<file path="src/verilog/gate_ctl_regs.svh">
// Purpose: offsets, fields and timing counts of the inverter-side gate controller
// Assumes: 20 MHz clk_sys, APB register access, 32-bit data
// Notes:   definitions only
`ifndef GATE_CTL_REGS_SVH
`define GATE_CTL_REGS_SVH

// ****************************************
// register offsets (byte addresses)
// ****************************************
`define GC_CTRL_OFS       8'h00
`define GC_PERIOD_OFS     8'h04
`define GC_DUTY_OFS       8'h08
`define GC_DEAD_OFS       8'h0C
`define GC_STATUS_OFS     8'h10
`define GC_IRQ_STAT_OFS   8'h14
`define GC_IRQ_EN_OFS     8'h18
`define GC_IRQ_CLR_OFS    8'h1C
`define GC_TEMP_OFS       8'h20
`define GC_CLEAR_OFS      8'h24

// ****************************************
// control fields
// ****************************************
`define GC_CTRL_RUN       0
`define GC_CTRL_SUPPLY_ON 1
`define GC_CTRL_SW_EN     2
`define GC_CTRL_RESET     8'h00

// ****************************************
// status and interrupt fields
// ****************************************
`define GC_ST_FAULT       0
`define GC_ST_CLEARING    1
`define GC_ST_RUN         2
`define GC_IRQ_FAULT_SET  0
`define GC_IRQ_FAULT_GONE 1
`define GC_IRQ_TEMP       2
`define GC_IRQ_W          3

// ****************************************
// timing
// ****************************************
`define GC_CLK_HZ         20000000
`define GC_CLR_PULSE_NS   500
`define GC_CLR_PULSE_CYC  ((`GC_CLR_PULSE_NS * (`GC_CLK_HZ / 1000000) + 999) / 1000)
`define GC_DEAD_MIN       16'h0001
`define GC_PERIOD_RESET   16'h03E8
`define GC_DUTY_RESET     16'h01F4
`define GC_DEAD_RESET     16'h0014
`define GC_TEMP_GATE_CYC  20000000

`endif

</file>
<file path="src/verilog/gate_ctl_pkg.sv">
// Purpose: types of the inverter-side gate controller
// Assumes: constants live in gate_ctl_regs.svh
// Notes:   none
package gate_ctl_pkg;

  typedef struct packed {
    logic paddr_ok;
    logic [7:0]  paddr;
    logic        psel;
    logic        penable;
    logic        pwrite;
    logic [31:0] pwdata;
  } apb_req_t;

  typedef struct packed {
    logic        pready;
    logic [31:0] prdata;
    logic        pslverr;
  } apb_rsp_t;

  typedef struct packed {
    logic high_side_cmd_pos;
    logic high_side_cmd_neg;
    logic low_side_cmd_pos;
    logic low_side_cmd_neg;
    logic sw_enable;
    logic supply_disable_n;
    logic fault_clear;
  } board_out_t;

  typedef enum logic [1:0] {
    PH_IDLE,
    PH_HIGH,
    PH_DEAD_LO,
    PH_LOW
  } phase_t;

endpackage

</file>
<file path="src/verilog/temp_freq_meter.sv">
// Purpose: counts rising edges of the frequency-encoded temperature output per gate window
// Assumes: temperature output already synchronous to clk_sys
// Notes:   one result per one-second window, so the count reads in hertz
`timescale 1ns/1ns
`include "gate_ctl_regs.svh"
module temp_freq_meter
(
  input  wire logic        clk_sys,
  input  wire logic        rst_n,
  input  wire logic        temp_in,
  output logic [15:0]      freq_hz,
  output logic             done
);

  typedef struct packed {
    logic        prev;
    logic [24:0] gate;
    logic [15:0] cnt;
    logic [15:0] res;
    logic        done;
  } meter_t;

  meter_t s_q;
  meter_t s_d;

  always_comb
  begin
    s_d      = s_q;
    s_d.prev = temp_in;
    s_d.done = 1'b0;
    if (temp_in && !s_q.prev && s_q.cnt != 16'hFFFF)
    begin
      s_d.cnt = s_q.cnt + 16'h0001;
    end
    if (s_q.gate == 25'(`GC_TEMP_GATE_CYC - 1))
    begin
      s_d.gate = '0;
      s_d.res  = s_d.cnt;
      s_d.cnt  = '0;
      s_d.done = 1'b1;
    end
    else
    begin
      s_d.gate = s_q.gate + 25'h0000001;
    end
  end

  always_ff @(posedge clk_sys or negedge rst_n)
  begin
    if (!rst_n)
    begin
      s_q <= '0;
    end
    else
    begin
      s_q <= s_d;
    end
  end

  assign freq_hz = s_q.res;
  assign done    = s_q.done;

endmodule

</file>
<file path="src/verilog/gate_ctl.sv">
// Purpose: inverter-side controller that drives the half-bridge gate driver board pins
// Assumes: board pins synchronous to clk_sys; software uses APB
// Notes:   generates complementary switching with dead time, sequences supplies, clears faults
// Functional notes
// RQ1 - drive both commands as differential pairs
// RQ2 - board blocks overlap; never command both
// RQ3 - insert own dead time between commands
// RQ4 - fault pin low means a channel fault
// RQ5 - board lights per-channel indicators
// RQ6 - board holds gate low in undervoltage
// RQ7 - undervoltage fault clears without clear pulse
// RQ8 - board soft-shuts channel on overcurrent
// RQ9 - overcurrent fault latched until cleared
// RQ10 - clear pulse high at least 500 ns
// RQ11 - board blocks gate during any fault
// RQ12 - switching enable low forces gates low
// RQ13 - fault and temperature work while disabled
// RQ14 - supply disable low turns supplies off
// RQ15 - keep supplies off until system ready
// RQ16 - temperature returned as frequency
// RQ17 - temperature is 50% duty square wave
// RQ18 - gates follow commands when enabled, faultless
//
// Chosen here: the register addresses and the APB register port.
`timescale 1ns/1ns
`include "gate_ctl_regs.svh"
module gate_ctl
(
  input  wire logic        clk_sys,
  input  wire logic        rst_n,
  input  wire logic        psel,
  input  wire logic        penable,
  input  wire logic        pwrite,
  input  wire logic [7:0]  paddr,
  input  wire logic [31:0] pwdata,
  output logic             pready,
  output logic [31:0]      prdata,
  output logic             pslverr,
  input  wire logic        fault_pos,
  input  wire logic        fault_neg,
  input  wire logic        temp_freq_pos,
  input  wire logic        temp_freq_neg,
  output logic             high_side_cmd_pos,
  output logic             high_side_cmd_neg,
  output logic             low_side_cmd_pos,
  output logic             low_side_cmd_neg,
  output logic             sw_enable,
  output logic             supply_disable_n,
  output logic             fault_clear,
  output logic             irq
);

  // ****************************************
  // state
  // ****************************************
  typedef struct packed {
    logic [2:0]                ctrl;
    logic [15:0]               period;
    logic [15:0]               duty;
    logic [15:0]               dead;
    logic [15:0]               cnt;
    gate_ctl_pkg::phase_t      phase;
    logic                      fault_seen;
    logic [5:0]                clr_cnt;
    logic [`GC_IRQ_W-1:0]      irq_stat;
    logic [`GC_IRQ_W-1:0]      irq_en;
    logic [15:0]               temp;
    gate_ctl_pkg::apb_rsp_t    rsp;
    gate_ctl_pkg::board_out_t  pins;
    logic                      irq;
  } ctl_t;

  ctl_t s_q;
  ctl_t s_d;

  logic        fault_ok;
  logic        temp_lvl;
  logic [15:0] temp_hz;
  logic        temp_done;
  logic        wr_acc;
  logic        rd_acc;
  logic        hs_on;
  logic        ls_on;
  logic [`GC_IRQ_W-1:0] ev;

  // RQ4 fault reads high (pos above neg) only when neither channel faults
  assign fault_ok = fault_pos & ~fault_neg;
  // RQ16 temperature square wave decoded from both lines, high while pos is high and neg is low
  assign temp_lvl = temp_freq_pos & ~temp_freq_neg;
  // one wait state: the first access edge raises pready and loads read data,
  // the edge that samples pready high commits a write, so it never lands twice
  assign wr_acc   = psel & penable & pwrite & s_q.rsp.pready;
  assign rd_acc   = psel & penable & ~pwrite & ~s_q.rsp.pready;

  function automatic logic addr_known(input logic [7:0] a);
    addr_known = (a == `GC_CTRL_OFS) || (a == `GC_PERIOD_OFS) || (a == `GC_DUTY_OFS)
              || (a == `GC_DEAD_OFS) || (a == `GC_STATUS_OFS) || (a == `GC_IRQ_STAT_OFS)
              || (a == `GC_IRQ_EN_OFS) || (a == `GC_IRQ_CLR_OFS) || (a == `GC_TEMP_OFS)
              || (a == `GC_CLEAR_OFS);
  endfunction

  // RQ17 a half period measures the same either way; rising edges suffice
  temp_freq_meter u_meter
  (
    .clk_sys (clk_sys),
    .rst_n   (rst_n),
    .temp_in (temp_lvl),
    .freq_hz (temp_hz),
    .done    (temp_done)
  );

  // ****************************************
  // next state
  // ****************************************
  always_comb
  begin
    s_d        = s_q;
    s_d.rsp    = '0;
    hs_on      = 1'b0;
    ls_on      = 1'b0;
    ev         = '0;

    // ****************************************
    // pwm phase machine: high, dead, low, dead
    // ****************************************
    // a stop or a fault drops straight to idle, so both commands fall next edge
    if (!s_q.ctrl[`GC_CTRL_RUN] || !fault_ok)
    begin
      s_d.phase = gate_ctl_pkg::PH_IDLE;
      s_d.cnt   = '0;
    end
    else
    begin
      s_d.cnt = s_q.cnt + 16'h0001;
      case (s_q.phase)
        // RQ3 idle is the dead gap after low, and before the first high as well
        gate_ctl_pkg::PH_IDLE:
        begin
          if (s_q.cnt >= s_q.dead)
          begin
            s_d.phase = gate_ctl_pkg::PH_HIGH;
            s_d.cnt   = '0;
          end
        end
        gate_ctl_pkg::PH_HIGH:
        begin
          if (s_q.cnt >= s_q.duty)
          begin
            s_d.phase = gate_ctl_pkg::PH_DEAD_LO;
            s_d.cnt   = '0;
          end
        end
        // RQ3 dead time after high before low
        gate_ctl_pkg::PH_DEAD_LO:
        begin
          if (s_q.cnt >= s_q.dead)
          begin
            s_d.phase = gate_ctl_pkg::PH_LOW;
            s_d.cnt   = '0;
          end
        end
        gate_ctl_pkg::PH_LOW:
        begin
          // RQ3 the low span ends early by dead, then idle gives dead before high
          if (s_q.cnt + s_q.dead + s_q.duty >= s_q.period)
          begin
            s_d.phase = gate_ctl_pkg::PH_IDLE;
            s_d.cnt   = '0;
          end
        end
        default:
        begin
          s_d.phase = gate_ctl_pkg::PH_IDLE;
        end
      endcase
    end

    // ****************************************
    // board pins
    // ****************************************
    // RQ2 at most one command high by construction
    hs_on = (s_d.phase == gate_ctl_pkg::PH_HIGH);
    ls_on = (s_d.phase == gate_ctl_pkg::PH_LOW);
    // RQ1 complementary differential drive
    s_d.pins.high_side_cmd_pos = hs_on;
    s_d.pins.high_side_cmd_neg = ~hs_on;
    s_d.pins.low_side_cmd_pos  = ls_on;
    s_d.pins.low_side_cmd_neg  = ~ls_on;
    // RQ12 enable low makes the board force gates low
    s_d.pins.sw_enable         = s_q.ctrl[`GC_CTRL_SW_EN];
    // RQ15 supplies stay off until software sets supply_on
    s_d.pins.supply_disable_n  = s_q.ctrl[`GC_CTRL_SUPPLY_ON];

    // ****************************************
    // fault clear pulse
    // ****************************************
    // a write during a pulse restarts it; the board only asks for a minimum width
    // RQ10 clear pulse held for the full minimum count
    if (s_q.clr_cnt != '0)
    begin
      s_d.clr_cnt = s_q.clr_cnt - 6'h01;
    end
    if (wr_acc && paddr == `GC_CLEAR_OFS && pwdata[0])
    begin
      s_d.clr_cnt = 6'(`GC_CLR_PULSE_CYC);
    end
    s_d.pins.fault_clear = (s_d.clr_cnt != '0);

    // ****************************************
    // interrupt events
    // ****************************************
    // events; a set in the same cycle as a clear wins
    s_d.fault_seen = ~fault_ok;
    ev[`GC_IRQ_FAULT_SET]  = ~fault_ok & ~s_q.fault_seen;
    ev[`GC_IRQ_FAULT_GONE] = fault_ok & s_q.fault_seen;
    ev[`GC_IRQ_TEMP]       = temp_done;
    // temp holds the last full window, never a partial count
    if (temp_done)
    begin
      s_d.temp = temp_hz;
    end

    // ****************************************
    // apb slave, one wait state
    // ****************************************
    s_d.rsp.pready = psel & penable & ~s_q.rsp.pready;
    // unmapped addresses answer with pslverr; reads of them return zero
    if (psel && penable && !s_q.rsp.pready && !addr_known(paddr))
    begin
      s_d.rsp.pslverr = 1'b1;
    end
    if (wr_acc)
    begin
      case (paddr)
        `GC_CTRL_OFS:    s_d.ctrl    = pwdata[2:0];
        `GC_PERIOD_OFS:  s_d.period  = pwdata[15:0];
        `GC_DUTY_OFS:    s_d.duty    = pwdata[15:0];
        // a zero dead time is raised to the minimum; overlap blocking alone is not enough
        `GC_DEAD_OFS:    s_d.dead    = (pwdata[15:0] == '0) ? `GC_DEAD_MIN : pwdata[15:0];
        `GC_IRQ_EN_OFS:  s_d.irq_en  = pwdata[`GC_IRQ_W-1:0];
        `GC_IRQ_CLR_OFS: s_d.irq_stat = s_q.irq_stat & ~pwdata[`GC_IRQ_W-1:0];
        default:         s_d.ctrl    = s_d.ctrl;
      endcase
    end
    s_d.irq_stat = s_d.irq_stat | ev;
    if (rd_acc)
    begin
      case (paddr)
        `GC_CTRL_OFS:     s_d.rsp.prdata = {29'h0, s_q.ctrl};
        `GC_PERIOD_OFS:   s_d.rsp.prdata = {16'h0, s_q.period};
        `GC_DUTY_OFS:     s_d.rsp.prdata = {16'h0, s_q.duty};
        `GC_DEAD_OFS:     s_d.rsp.prdata = {16'h0, s_q.dead};
        `GC_STATUS_OFS:   s_d.rsp.prdata = {29'h0, (s_q.phase != gate_ctl_pkg::PH_IDLE),
                                            (s_q.clr_cnt != '0), ~fault_ok};
        `GC_IRQ_STAT_OFS: s_d.rsp.prdata = {29'h0, s_q.irq_stat};
        `GC_IRQ_EN_OFS:   s_d.rsp.prdata = {29'h0, s_q.irq_en};
        `GC_TEMP_OFS:     s_d.rsp.prdata = {16'h0, s_q.temp};
        default:          s_d.rsp.prdata = 32'h00000000;
      endcase
    end
    // level irq from next state, so it changes in the same cycle as the status bits
    s_d.irq = |(s_d.irq_stat & s_d.irq_en);
  end

  // ****************************************
  // registers
  // ****************************************
  always_ff @(posedge clk_sys or negedge rst_n)
  begin
    if (!rst_n)
    begin
      s_q        <= '0;
      s_q.ctrl   <= 3'(`GC_CTRL_RESET);
      s_q.period <= `GC_PERIOD_RESET;
      s_q.duty   <= `GC_DUTY_RESET;
      s_q.dead   <= `GC_DEAD_RESET;
      s_q.phase  <= gate_ctl_pkg::PH_IDLE;
      // the pairs idle with the negative line high, so each reads off
      s_q.pins.high_side_cmd_neg <= 1'b1;
      s_q.pins.low_side_cmd_neg  <= 1'b1;
    end
    else
    begin
      s_q <= s_d;
    end
  end

  // ****************************************
  // outputs
  // ****************************************
  assign pready            = s_q.rsp.pready;
  assign prdata            = s_q.rsp.prdata;
  assign pslverr           = s_q.rsp.pslverr;
  assign high_side_cmd_pos = s_q.pins.high_side_cmd_pos;
  assign high_side_cmd_neg = s_q.pins.high_side_cmd_neg;
  assign low_side_cmd_pos  = s_q.pins.low_side_cmd_pos;
  assign low_side_cmd_neg  = s_q.pins.low_side_cmd_neg;
  assign sw_enable         = s_q.pins.sw_enable;
  assign supply_disable_n  = s_q.pins.supply_disable_n;
  assign fault_clear       = s_q.pins.fault_clear;
  assign irq               = s_q.irq;

endmodule

</file>
<file path="config.mk">
export PLATFORM = sky130hd
export DESIGN_NAME = gate_ctl
export DESIGN_NICKNAME = d
export VERILOG_FILES = /design/src/verilog/gate_ctl_pkg.sv /design/src/verilog/temp_freq_meter.sv /design/src/verilog/gate_ctl.sv
export VERILOG_INCLUDE_DIRS = /design/src /design/src/verilog
export SDC_FILE = /design/constraint.sdc
export NUM_CORES = 1
export LEC_CHECK = 0
export ABC_CLOCK_PERIOD_IN_PS = 5600
export BUFFER_PORTS_ARGS = -buffer_cell sky130_fd_sc_hd__buf_2
export CORE_UTILIZATION = 60
export DETAILED_ROUTE_END_ITERATION = 8
export GPL_TIMING_DRIVEN = 1
export PLACE_DENSITY_LB_ADDON = 0.12
export SLEW_MARGIN = 20
export SYNTH_ARGS = -nofsm -noshare
export SYNTH_HDL_FRONTEND = slang
export SYNTH_SLANG_ARGS = --single-unit
</file>
<file path="constraint.sdc">
create_clock -name clk_sys -period 5.6 [get_ports clk_sys]
set_input_delay 0.28 -clock clk_sys [delete_from_list [all_inputs] [get_ports clk_sys]]
set_output_delay 0.28 -clock clk_sys [all_outputs]
set_load 0.02 [all_outputs]
</file>
==> results of run 1 <==
-- cell usage after synthesis, drive strengths merged (6+ instances only) --
cell type / count
ha: 67
nor3: 20
inv: 69
a31oi: 9
xor2: 33
o21a: 7
nor2: 83
dfrtp: 167
and4: 7
dfstp: 16
mux2: 41
a21oi: 45
and2: 7
buf: 40
a22oi: 30
clkbuf: 20
and3: 11
fa: 16
a21o: 6
nand4: 26
nand2b: 10
nor2b: 8
o21ai: 62
nand2: 87
xnor2: 29
nor4: 14
nand3: 28
a22o: 14
a211oi: 9
-- registers in the layout (all words and copies together), names as in the netlist, 2 cells and up --
name / cells
u_meter.s_q: 42
s_d: 2
u_meter.freq_hz: 16
s_q: 96
prdata: 16
-- metal layers --
layer | part of all wire | global-route usage | vias up
met4 | 0.024 | 0.104 | 0
li1 | - | - | 3673
met5 | 0 | 0 | -
met3 | 0.046 | 0.0498 | 41
met2 | 0.48 | 0.438 | 194
met1 | 0.45 | 0.374 | 3768
-- cell families (layout without fill, tap and decap cells) --
| family | after synthesis | after routing | synth area share |
|---|---|---|---|
| DFF | 183 | 183 | 0.444 |
| muxes | 42 | 42 | 0.0455 |
| adders and majority gates | 83 | 83 | 0.112 |
| and+or+nand+nor | 324 | 324 | 0.157 |
| xor gates and xnor gates | 62 | 62 | 0.0524 |
| buffers and inverters | 129 | 166 | 0.0597 |
| AOI/OAI and AO/OA | 205 | 205 | 0.130 |
| other | 1 | 16 | 0.000362 |
-- worst max-delay path, delay by kind of cell, from the launching register on --
kind	cells	cell delay, ps
compound gates	4	1150
buf+inv	4	490
flops	1	490
simple gates	8	1660
fa+ha+maj	4	1290
-- through the flow --
stage / utilization / hold slack, ps
after global routing: 0.676 / 41.7
after detailed placement: 0.640 / 368
after global placement: 0.640 / 365
after floorplan: - / -15.6
after CTS: 0.676 / 57.3
final: 0.676 / -119
-- area by class of cell --
class / instances / area, µm² / area share
multi-input cells: 732 / 5220 / 0.462
inverters: 69 / 259 / 0.0229
well taps: 220 / 275 / 0.0244
repair buffers: 65 / 355 / 0.0315
flip-flops and latches: 183 / 4600 / 0.407
clock buffers: 19 / 453 / 0.0401
clock inverters: 13 / 129 / 0.0114
-- power breakdown --
part / internal, mW / leakage (nW) / switching (mW)
registers: 1.37 / 2.30 / 0.0410
clock network: 0.613 / 0.281 / 0.570
logic: 0.0887 / 2.72 / 0.156
total: 2.07 / 5.30 / 0.767
-- worst min path at each step --
stage | startpoint | endpoint | slack, ps | cells after the start
finish | rst_n | s_q[102] | -120 | 1
global route | rst_n | s_q[88] | 40 | 1
CTS | rst_n | s_q[101] | 60 | 1
detailed placement | s_d[2] | supply_disable_n | 370 | 0
global placement | s_d[2] | supply_disable_n | 360 | 0
floorplan | rst_n | fault_clear | -20 | 0
==> metrics, run 1 <==
post-route design area=0.0113 mm²; slowest CP cell=or4_1; first-pass GRT wire length=37.6 mm; largest net degree at the start of global routing=132; class of the worst hold path=input pin to async pin; syn_area_per_cell=10.1 µm²; Critical Path Sink=s_q[85]; Ys Warns=0; IO Port Bufs=58; Vias/cell=5.90; detailed placement HPWL=16.6 mm; vias in the first global route=7391; Resized cells post-CTS=0; CTS clock-pin slew for the worst setup and hold paths=70 ps; CP Data Arrival Time=5540 ps; post-route worst setup slack=391 ps; Die Y=133 µm; Root Buffer=clkbuf_16; n_diodes=0; ys async rst share=1.00; DRC=0; leakage power=5.30 nW; fill count=1295; min cycle time layout=5210 ps; die width=133 µm; insertion delay to the later sink of the worst-skew pair=450 ps; Netlist cell types=66; dpl ws=522 ps; Slew Limit Fails=0; fin crit share=0.930; global route overflow=0; Crit Path Max Fanout=15; relative slew slack=0.251; Clock Skew=10.2 ps; Worst Path Required=5930 ps; Synth-to-Final Area Change=8.84%; die footprint=0.0178 mm²; commonest non-fill, non-tap cell in the layout=dfrtp_1; Ports=91; antenna-violating nets left=0; post-synthesis sequential area ratio=0.444; Worst setup EP type=flip-flop; cells after synthesis=1029; Sink Count=183; Total GRT Usage=0.275; crit path kind=flip-flop to flip-flop; Inst Count DP=1268; Worst Max-Slew Pin Slew=1120 ps; crit-path cells=inv_1 > fa_1 > inv_1 > ha_1 > inv_1 > fa_1 > nor2b_1 > nor3_1 > o21ai_0 > a221o_1 > nor4_1 > nor3_1 > ha_1 > nand4_1 > or4_1 > o32ai_1 > nor3_1 > a221oi_2 > buf_4 > nor2_1; Crit path largest cell delay=560 ps; Yosys top cell area share=0.403; Yosys top cell by area=dfrtp_1; outcome=complete, but fails checks; top_reg_cell synth=dfrtp_1; placed instance area=0.0107 mm²; area of the core=0.0167 mm²; cell area power density=251 mW/mm²; via count=7676; fin cells=1301; Seq cells post-synth=183; failing checks=negative hold slack; nets@finish=1200; antenna violations before repair=0; post-CTS setup buffers=0; final hold vios=43; number of enable flip-flop cells after synthesis=0; Starting Density=0.621; RR Startpoint=s_q[74]; Routed WL per cell=17.7 µm; FF-to-FF setup slack=390 ps; leading post-synthesis cells by cell area=dfrtp_1 40%, ha_1 8.1%, mux2_2 4.5%; worst hold slack=-119 ps; RD Place Congestion=0.900; RSZ-0062 raised after global routing=false; Max clock buf depth=2; routed wire length=23.0 mm; row count=47; R2R depth=20; worst vdd ir=0.000228 V; setup TNS=0 ps; synthesized area=0.0104 mm²; setup violators final=0; total power=2.84 mW; TritonCTS clock tree=built; crit start category=flip-flop; CP Launch Point=s_q[74]; fmax=192 MHz; commonest cells after routing, fill and taps aside=167 x dfrtp_1, 87 x nand2_1, 82 x nor2_1; # H-tree levels=4; maxcap violations=0; RR Endpoint=s_q[85]; hold bufs inserted after CTS=1; share of post-route cells with drive strength above 1=0.162; starting DRC count in detailed routing=485; CTS Buf Count=17; DRT Pass-1 Iters=5
(Power assumes the default switching activity.)
==> run 2: changes to the inputs <==
- CORE_ASPECT_RATIO: unset -> 0.6
- CORE_UTILIZATION: 60 -> 53
==> run 2 against run 1 <==
The run still ends with negative hold slack left. Sequential power about the same. Sequential share of layout area down 0.095 points. Register-to-register slack better by 96 ps. Clock-buffer cell count shrank 1. Combinational power up 2%. Via count increased by 0.18%. Sequential cell count unchanged. Clock skew decreased by 0.95 ps. Total power decreased by 1.3%. Highest routed layer unchanged.
==> metrics, run 2 (synthesis results as in run 1) <==
Critical Path Sink=s_q[84]; min cycle time layout=5110 ps (-96.1 ps); vias in the first global route=7002 (-5.3%); RSZ-0062 raised after global routing=false; Biggest register=s_q; dpl ws=495 ps (-27.4 ps); Worst setup EP type=flip-flop; crit-path cells=inv_1 > fa_1 > inv_1 > ha_1 > inv_1 > fa_1 > nor2b_1 > nor3_1 > o21ai_0 > a221o_1 > and4_1 > nor3_1 > ha_1 > nand4_1 > or4_1 > o32ai_2 > nor3_1 > a221oi_2 > buf_4 > nor2_1; CP Data Arrival Time=5450 ps (-90 ps); Die Y=110 µm (-17%); insertion delay to the later sink of the worst-skew pair=450 ps (about the same); Ports=91 (unchanged); first-pass GRT wire length=38.9 mm (+3.4%); IO Port Bufs=58 (unchanged); CP Launch Point=s_q[74]; commonest cells after routing, fill and taps aside=167 x dfrtp_1, 87 x nand2_1, 82 x nor2_1; Total GRT Usage=0.257 (-0.0176); row count=39 (-17%); antenna-violating nets left=0 (unchanged); class of the worst hold path=input pin to async pin; Vias/cell=5.71 (-3.2%); Worst Path Required=5930 ps (about the same); post-CTS setup buffers=0 (unchanged); outcome=complete, but fails checks; Clock Skew=9.28 ps (-0.951 ps); Sink Count=183 (unchanged); DRC=0 (unchanged); die footprint=0.0201 mm² (+13%); area of the core=0.0191 mm² (+14%); R2R depth=20 (unchanged); cell area power density=248 mW/mm² (-1.5%); die width=183 µm (+37%); maxcap violations=0 (unchanged); Slew Limit Fails=0 (unchanged); slowest CP cell=or4_1; leakage power=5.28 nW (-0.44%); Crit Path Max Fanout=15 (unchanged); Synth-to-Final Area Change=9.10%; DRT Pass-1 Iters=5 (unchanged); antenna violations before repair=0 (unchanged); fin crit share=0.913 (-0.0172); TritonCTS clock tree=built; setup violators final=0 (unchanged); Worst path depth=20 (unchanged); FF-to-FF setup slack=490 ps (+100 ps); Starting Density=0.544 (-0.0774); n_diodes=0 (unchanged); # H-tree levels=4 (unchanged); RR Endpoint=s_q[84]; delay-heaviest family, CP=simple AND/OR/NAND/NOR gates; Crit path largest cell delay=590 ps (+30 ps); via count=7690 (+0.18%); final hold vios=34 (-21%); failing checks=negative hold slack; Root Buffer=clkbuf_16; crit start category=flip-flop; RD Place Congestion=0.878 (-2.4%); CTS clock-pin slew for the worst setup and hold paths=70 ps (about the same); detailed placement HPWL=18.2 mm (+9.5%); fmax=196 MHz (+1.9%); Finished Core Util=0.593 (-0.0829); starting DRC count in detailed routing=626 (+29%); fill count=1645 (+27%); post-route worst setup slack=487 ps (+96.1 ps); crit path kind=flip-flop to flip-flop; relative slew slack=0.210 (-0.0410); nets@finish=1200 (unchanged); setup TNS=0 ps (unchanged); CP Buf/Inv Count=4 (unchanged); global route overflow=0 (unchanged); Routed WL per cell=18.0 µm (+1.7%); Largest regs=s_q: 96 flops, u_meter.s_q: 42 flops; largest net degree at the start of global routing=117 (-11%); total power=2.80 mW (-1.3%); Worst Max-Slew Pin Slew=1180 ps (+61.3 ps); routed wire length=24.2 mm (+5.3%); CTS Buf Count=17 (unchanged); worst vdd ir=0.000220 V (-3.5%); Largest register FFs=96 (unchanged); RR Startpoint=s_q[74]; Max clock buf depth=2 (unchanged); worst hold slack=-38.6 ps (+80.5 ps); commonest non-fill, non-tap cell in the layout=dfrtp_1; share of post-route cells with drive strength above 1=0.162 (unchanged)
==> run 2: power breakdown <==
| part | switching [mW] | internal, mW | total, mW |
|---|---|---|---|
| Clock | 0.562 | 0.578 | 1.14 |
| Sequential | 0.0419 | 1.37 | 1.41 |
| Combinational | 0.161 | 0.0886 | 0.249 |
==> run 2: how the worst min path moves through the flow <==
stage	from	to	slack, ps	depth (start not counted)
6_report	rst_n	u_meter.s_q[51]	-40	1
5_1_grt	rst_n	u_meter.s_q[51]	40	1
2_1_floorplan	rst_n	fault_clear	-20	0
4_1_cts	rst_n	u_meter.s_q[51]	10	1
3_5_place_dp	s_d[2]	supply_disable_n	360	0
3_3_place_gp	s_d[2]	supply_disable_n	390	0
==> run 2: layout make-up <==
cell class | count | area, µm² | share of cell area
timing repair buffer | 65 | 354 | 0.0313
sequential | 183 | 4600 | 0.407
clock buffer | 18 | 429 | 0.0379
tap | 266 | 333 | 0.0294
multi-input combinational | 732 | 5220 | 0.462
clock inverter | 14 | 115 | 0.0102
inverter | 69 | 259 | 0.0229
==> run 2: per-stage QoR <==
stage,std cells,area (µm²)
4_1_cts,1347,11300
6_report,1347,11300
2_1_floorplan,1044,10400
5_1_grt,1347,11300
3_5_place_dp,1314,10700
3_3_place_gp,1314,10700
==> run 2: routing by layer <==
metal,share of wire,GRT usage
met2,0.37,0.333
met5,0,0
met3,0.063,0.0519
met1,0.55,0.420
met4,0.012,0.0690
==> run 2: repair_timing <==
item	in CTS	in global routing
hold buffers	1	0
setup endpoints to repair	0	15
endpoints found under the hold margin	1	0
gates resized for setup	0	1
